==> src/rtl/esx_pkg.sv <==
// esx_pkg: constants and types for the simplex expansion bus access timer
// assumes one 25 MHz clock that is also the expansion bus clock
// How it works
// - address is presented one to four bus cycles before chip select asserts.
// - write data is driven one to four cycles before strobe falls.
// - strobe stays low for a programmed one to sixteen cycles.
// - data stays valid one to four cycles after strobe rises.
// - address latch enable has no meaning here and is held low.
// - address phase count sets how long address shows before access proceeds.
// - data setup count sets how long data shows before strobe asserts.
// - strobe count sets strobe low time; data stays available meanwhile.
// - hold count keeps chip select, address and write data after strobe.
// - recovery count sets the idle gap between successive accesses.
// - every phase is counted in expansion bus clock cycles.
// - recovery gap is programmable from one to sixteen cycles.
package esx_pkg;
    localparam int ADDR_W      = 24;
    localparam int DATA_W      = 16;
    localparam int SHORT_CNT_W = 2;   // field code 0..3 means 1..4 cycles
    localparam int LONG_CNT_W  = 4;   // field code 0..15 means 1..16 cycles
    localparam int CLOCK_MHZ   = 25;

    typedef enum logic [2:0] {
        ESX_IDLE,
        ESX_ADDR,
        ESX_SETUP,
        ESX_STROBE,
        ESX_HOLD,
        ESX_RECOV
    } esx_state_t;

    typedef struct packed {
        logic [SHORT_CNT_W-1:0] address_phase_count;
        logic [SHORT_CNT_W-1:0] data_setup_phase_count;
        logic [LONG_CNT_W-1:0]  strobe_phase_count;
        logic [SHORT_CNT_W-1:0] hold_phase_count;
        logic [LONG_CNT_W-1:0]  recovery_phase_count;
    } esx_timing_t;

    typedef struct packed {
        logic              write;
        logic [ADDR_W-1:0] addr;
        logic [DATA_W-1:0] wdata;
    } esx_req_t;
endpackage : esx_pkg

==> src/rtl/esx_phase_counter.sv <==
// esx_phase_counter: down counter that times one bus phase
// assumes load and count come from the same clock domain
`timescale 1ns/100ps
module esx_phase_counter (
    input  wire logic                          clock,
    input  wire logic                          rst_n,
    input  wire logic                          load,
    input  wire logic [esx_pkg::LONG_CNT_W-1:0] load_value,
    output logic                               last
);
    import esx_pkg::*;

    logic [LONG_CNT_W-1:0] count;
    logic [LONG_CNT_W-1:0] next_count;

    always_comb begin
        next_count = count;
        if (load) begin
            next_count = load_value;
        end else if (count != 4'h0) begin
            next_count = count - 4'h1;
        end
    end

    always_ff @(posedge clock) begin
        if (!rst_n) begin
            count <= 4'h0;
        end else begin
            count <= next_count;
        end
    end

    // code n gives n+1 cycles in a phase
    assign last = (count == 4'h0);
endmodule : esx_phase_counter

==> src/rtl/esx_simplex_timer.sv <==
// esx_simplex_timer: simplex strobe mode access sequencer for the expansion bus
// assumes requester and external read data share the bus clock; rd pin data is synchronised
`timescale 1ns/100ps
module esx_simplex_timer (
    input  wire logic                       clock,
    input  wire logic                       rst_n,
    input  wire esx_pkg::esx_timing_t       timing,
    input  wire logic                       req_valid,
    output logic                            req_ready,
    input  wire esx_pkg::esx_req_t          req,
    output logic                            rsp_valid,
    output logic [esx_pkg::DATA_W-1:0]      rsp_rdata,
    output logic                            busy,
    output logic [esx_pkg::ADDR_W-1:0]      bus_addr,
    output logic                            chip_select_n,
    output logic                            data_strobe_n,
    output logic                            bus_write,
    output logic [esx_pkg::DATA_W-1:0]      bus_wdata,
    output logic                            bus_wdata_oe,
    input  wire logic [esx_pkg::DATA_W-1:0] bus_rdata,
    output logic                            address_latch_enable
);
    import esx_pkg::*;

    ////////////////////////////////////////////////////////////////////////////////////////////////
    // read data pin synchroniser
    logic [DATA_W-1:0] rd_meta;
    logic [DATA_W-1:0] rd_sync;

    always_ff @(posedge clock) begin
        if (!rst_n) begin
            rd_meta <= 16'h0000;
            rd_sync <= 16'h0000;
        end else begin
            rd_meta <= bus_rdata;
            rd_sync <= rd_meta;
        end
    end

    ////////////////////////////////////////////////////////////////////////////////////////////////
    // phase sequencer
    esx_state_t            state;
    esx_state_t            next_state;
    esx_timing_t           tim;
    esx_timing_t           next_tim;
    esx_req_t              cur;
    esx_req_t              next_cur;
    logic                  ph_load;
    logic [LONG_CNT_W-1:0] ph_value;
    logic                  ph_last;
    logic [DATA_W-1:0]     next_rsp_rdata;
    logic                  next_rsp_valid;

    esx_phase_counter u_phase (
        .clock      (clock),
        .rst_n      (rst_n),
        .load       (ph_load),
        .load_value (ph_value),
        .last       (ph_last)
    );

    assign req_ready = (state == ESX_IDLE);

    always_comb begin
        next_state     = state;
        next_tim       = tim;
        next_cur       = cur;
        ph_load        = 1'b0;
        ph_value       = 4'h0;
        unique case (state)
            ESX_IDLE: begin
                if (req_valid) begin
                    next_tim   = timing;  // settings frozen per access
                    next_cur   = req;
                    ph_load    = 1'b1;
                    ph_value   = {2'b00, timing.address_phase_count};
                    next_state = ESX_ADDR;
                end
            end
            ESX_ADDR: begin
                if (ph_last) begin
                    ph_load    = 1'b1;
                    ph_value   = {2'b00, tim.data_setup_phase_count};
                    next_state = ESX_SETUP;
                end
            end
            ESX_SETUP: begin
                if (ph_last) begin
                    ph_load    = 1'b1;
                    ph_value   = tim.strobe_phase_count;
                    next_state = ESX_STROBE;
                end
            end
            ESX_STROBE: begin
                if (ph_last) begin
                    ph_load    = 1'b1;
                    ph_value   = {2'b00, tim.hold_phase_count};
                    next_state = ESX_HOLD;
                end
            end
            ESX_HOLD: begin
                if (ph_last) begin
                    ph_load        = 1'b1;
                    ph_value       = tim.recovery_phase_count;
                    next_state     = ESX_RECOV;
                end
            end
            ESX_RECOV: begin
                if (ph_last) begin
                    next_state = ESX_IDLE;
                end
            end
            default: begin
                // an upset state code falls back to idle
                next_state = ESX_IDLE;
            end
        endcase
    end

    // read data comes from the second synchroniser flop, so a read needs setup plus strobe
    // of three cycles or more for the pin value to have crossed by the strobe end
    always_ff @(posedge clock) begin
        if (!rst_n) begin
            state <= ESX_IDLE;
            tim   <= '0;
            cur   <= '0;
        end else begin
            state <= next_state;
            tim   <= next_tim;
            cur   <= next_cur;
        end
    end

    ////////////////////////////////////////////////////////////////////////////////////////////////
    // response: read data is taken at the last strobe cycle
    // rsp_valid pulses once at hold end, for writes too
    always_comb begin
        next_rsp_valid = 1'b0;
        next_rsp_rdata = rsp_rdata;
        if ((state == ESX_STROBE) && ph_last && !cur.write) begin
            next_rsp_rdata = rd_sync;
        end
        if ((state == ESX_HOLD) && ph_last) begin
            next_rsp_valid = 1'b1;
        end
    end

    always_ff @(posedge clock) begin
        if (!rst_n) begin
            rsp_valid <= 1'b0;
            rsp_rdata <= 16'h0000;
        end else begin
            rsp_valid <= next_rsp_valid;
            rsp_rdata <= next_rsp_rdata;
        end
    end

    ////////////////////////////////////////////////////////////////////////////////////////////////
    // registered pin drive
    logic              next_cs_n;
    logic              next_ds_n;
    logic              next_oe;
    logic              next_busy;

    // pins follow the state they enter, so each phase lasts exactly its count plus one cycles
    // write data drives only under chip select, so its lead on the strobe is the setup count plus one cycles
    always_comb begin
        next_cs_n = 1'b1;
        next_ds_n = 1'b1;
        next_oe   = 1'b0;
        next_busy = 1'b1;
        unique case (next_state)
            ESX_IDLE: begin
                next_busy = 1'b0;
            end
            ESX_ADDR: begin
                next_cs_n = 1'b1;
            end
            ESX_SETUP: begin
                next_cs_n = 1'b0;
                next_oe   = next_cur.write;
            end
            ESX_STROBE: begin
                next_cs_n = 1'b0;
                next_ds_n = 1'b0;
                next_oe   = next_cur.write;
            end
            ESX_HOLD: begin
                next_cs_n = 1'b0;
                next_oe   = next_cur.write;
            end
            ESX_RECOV: begin
                next_busy = 1'b1;
            end
        endcase
    end

    always_ff @(posedge clock) begin
        if (!rst_n) begin
            bus_addr      <= 24'h000000;
            chip_select_n <= 1'b1;
            data_strobe_n <= 1'b1;
            bus_write     <= 1'b0;
            bus_wdata     <= 16'h0000;
            bus_wdata_oe  <= 1'b0;
            busy          <= 1'b0;
        end else begin
            bus_addr      <= next_cur.addr;
            chip_select_n <= next_cs_n;
            data_strobe_n <= next_ds_n;
            bus_write     <= next_cur.write;
            bus_wdata     <= next_cur.wdata;
            bus_wdata_oe  <= next_oe;
            busy          <= next_busy;
        end
    end

    assign address_latch_enable = 1'b0;
endmodule : esx_simplex_timer

==> config.mk <==
export PLATFORM = sky130hd
export DESIGN_NAME = esx_simplex_timer
export DESIGN_NICKNAME = d
export VERILOG_FILES = /design/src/rtl/esx_pkg.sv /design/src/rtl/esx_phase_counter.sv /design/src/rtl/esx_simplex_timer.sv
export SDC_FILE = /design/constraint.sdc
export NUM_CORES = 1
export LEC_CHECK = 0
export ABC_AREA = 1
export BUFFER_PORTS_ARGS = -buffer_cell sky130_fd_sc_hd__clkbuf_2
export CORE_UTILIZATION = 40
export DETAILED_ROUTE_END_ITERATION = 8
export PLACE_DENSITY = 0.67
export SLEW_MARGIN = 5
export SYNTH_ARGS = -nofsm -noshare
export SYNTH_HDL_FRONTEND = slang
export SYNTH_SLANG_ARGS = --single-unit
==> constraint.sdc <==
create_clock -name clock -period 1.8 [get_ports clock]
set_input_delay 0.18 -clock clock [delete_from_list [all_inputs] [get_ports clock]]
set_output_delay 0.18 -clock clock [all_outputs]
set_load 0.03 [all_outputs]
==> out/qor.yml <==
synth.distinct_cells: 23
rows: 36
setup_viol: 0
synthTopCellsByCount: "113 x dfxtp_1, 99 x nand2_1, 74 x a21oi_1, 66 x nand3_1, 60 x inv_1"
postSynthCellCount: 511
ys_ff_latch: 113
dr_total_vias: 4037
period_needed_ns: 1.70
ys.warnings.count: 0
coreArea_um2: 9770
outcome: "complete, no violations"
clockBufferDepth: 2
p_total_w: 0.00884
swShare_pct: 33.1
drc: 0
seq_area_um2: 2260
synth_top_cell_by_area: "dfxtp_1"
intPower_w: 0.00591
start_util_pct: 41.4
holdWs_ns: 0.0376
clock_latency_ns: 0.50
drive_gt1_share_pct: 25.7
cts-root-buf: "clkbuf_8"
multi_input_comb_area_um2: 1420
fin_crit_sh_pct: 94.5
hold_class: "in2reg"
critPathCaptureType: "output pin"
vdd_drop_max_mv: 1.14
synth_area_per_cell_um2: 7.91
pwr-share-seq_pct: 34.7
port_buffers: 136
max_slew.worst_pin.slew_ns: 0.531
synth_area_leaders: "dfxtp_1 56%, nand2_1 9.2%, a21oi_1 9.2%"
async_flop_share_pct: 0
worstSetupPathType: "reg2out"
clock_skew_ns: 0.00648
crit_arrival_ns: 1.52
grt_use_total_pct: 21.1
maxSlewViolCount: 0
grt_max_degree: 55
critPathRequiredTime_ns: 1.62
path_max_fanout: 14
yosys.area.top_type_share_pct: 56.0
wl_per_cell_um: 12.8
num-fill-cells: 838
clk_transition_reported_paths_ns: 0.05
maxCapViolations: 0
start_kind: "flop"
antenna_found_initial: 0
ys.flop_type: "dfxtp_1"
regToRegSetupSlack_ns: 0.16
p_sw_w: 0.00293
power_density_nw_per_um2: 1430
dieArea_um2: 10500
synth_edf_count: 0
synth_seq_area_share_pct: 56.0
syn2layout_area_growth_pct: 52.5
antenna_left: 0
dp_hpwl_mm: 6.39
cts_made_buffers: 17
grt_pass1_wl_mm: 17.0
dieWidth_um: 103
final_nets: 788
grt_overflow: 0
htree_levels: 4
drt-initial-drc-count: 188
setup_tns_ns: 0
cts.sink_count: 113
power_leakage_nw: 2.97
place_congestion: 0.805
dieHeight_um: 103
synth_nets: 586
first_global_vias: 3821
syn_area_um2: 4040
hold_viol: 0
viasPerCell: 4.72
diodes: 0
relSlewSlack_pct: 64.6
rsz0062_at_grt: "false"
fmax_ghz: 0.588
synthMostInstantiatedCell: "dfxtp_1"
cts_tree: "done"
pwr-share-comb_pct: 30.5
clkPwrFrac_pct: 34.8
ioPinCount: 138
wirelength_mm: 10.9
drt_pass1_iterations: 5
path summary, 6_finish.rpt:
check / startpoint / endpoint / cells after the start
max reg2reg: state[1] / bus_wdata[3] / 6
max: state[2] / req_ready / 3
min reg2reg: rd_meta[4] / rd_sync[4] / 2
min: timing[12] / u_phase.count[0] / 5
cell families after synthesis:
kind of cell	Yosys count	share of synthesized area, %
buffers and inverters	96	9.29
XOR/XNOR	2	0.433
AND/OR/NAND/NOR	195	21.0
flip-flops	113	56.0
AO/OA/AOI/OAI	103	13.0
other	1	0.0928
adder cells (fa/ha/maj)	1	0.309
critical path: stages, from the launching register on:
cell and delay (ns):
dfxtp_1 0.36, nor3_4 0.28, buf_12 0.19, clkbuf_4 0.19
what timing repair did:
item                                    in CTS  in global routing
endpoints found under the setup margin       1                 14
pin swaps                                    1                  1
gates cloned                                 1                  1
endpoints found under the hold margin       70                  0
buffers inserted                             1                  1
gates resized for setup                      0                  7
hold buffers                                69                  0
power groups by stage:
stage	registers [W]	clock network [W]	logic, W
floorplan	0.00344	0	0.00126
global placement	0.00310	0	0.00217
detailed placement	0.00311	0	0.00222
CTS	0.00306	0.00313	0.00251
global route	0.00311	0.00327	0.00295
finish	0.00307	0.00308	0.00270
cell usage in the layout, fill, tap and decap left out, types with 3 or more instances in the layout:
cell           count
nand3_1           66
nor2_1            21
clkbuf_2         135
buf_4              8
inv_1             60
o21ai_0           22
dlygate4sd3_1     69
dfxtp_1          112
clkinv_2           5
nand2_1           99
o21ai_1            3
clkbuf_8           4
a21oi_1           74
clkbuf_16         17
per-stage QoR:
stage | worst slack, ns | instance area (um^2) | util [%] | instances
floorplan | 0.346 | 4040 | - | 511
global route | 0.0276 | 6170 | 63.1 | 856
detailed placement | 0.169 | 4840 | 49.5 | 754
finish | 0.0983 | 6170 | 63.1 | 856
CTS | 0.0170 | 6110 | 62.6 | 854
global placement | 0.237 | 4840 | 49.5 | 754
flip-flops by register name (all words and copies together), names as in the netlist:
name / cells
u_phase.count: 4
busy: 1
bus_addr: 24
tim: 12
bus_wdata_oe: 1
chip_select_n: 1
bus_wdata: 16
state: 3
bus_write: 1
data_strobe_n: 1
rd_sync: 16
rsp_valid: 1
rsp_rdata: 16
rd_meta: 16
routing by layer:
layer / track usage, % / wire, um / vias up
met5: 0 / 0 / -
li1: - / - / 2035
met4: 11.4 / 313 / 0
met2: 35.9 / 5490 / 124
met1: 23.5 / 4590 / 1846
met3: 6.64 / 541 / 32
cell type report:
cell class | instances | share of cell area (%)
inverter | 61 | 3.71
sequential | 113 | 36.7
timing repair buffer | 218 | 25.0
clock inverter | 7 | 1.38
tap | 133 | 2.70
clock buffer | 22 | 7.51
multi-input combinational | 302 | 23.0
Power figures use the tool's default switching activity.
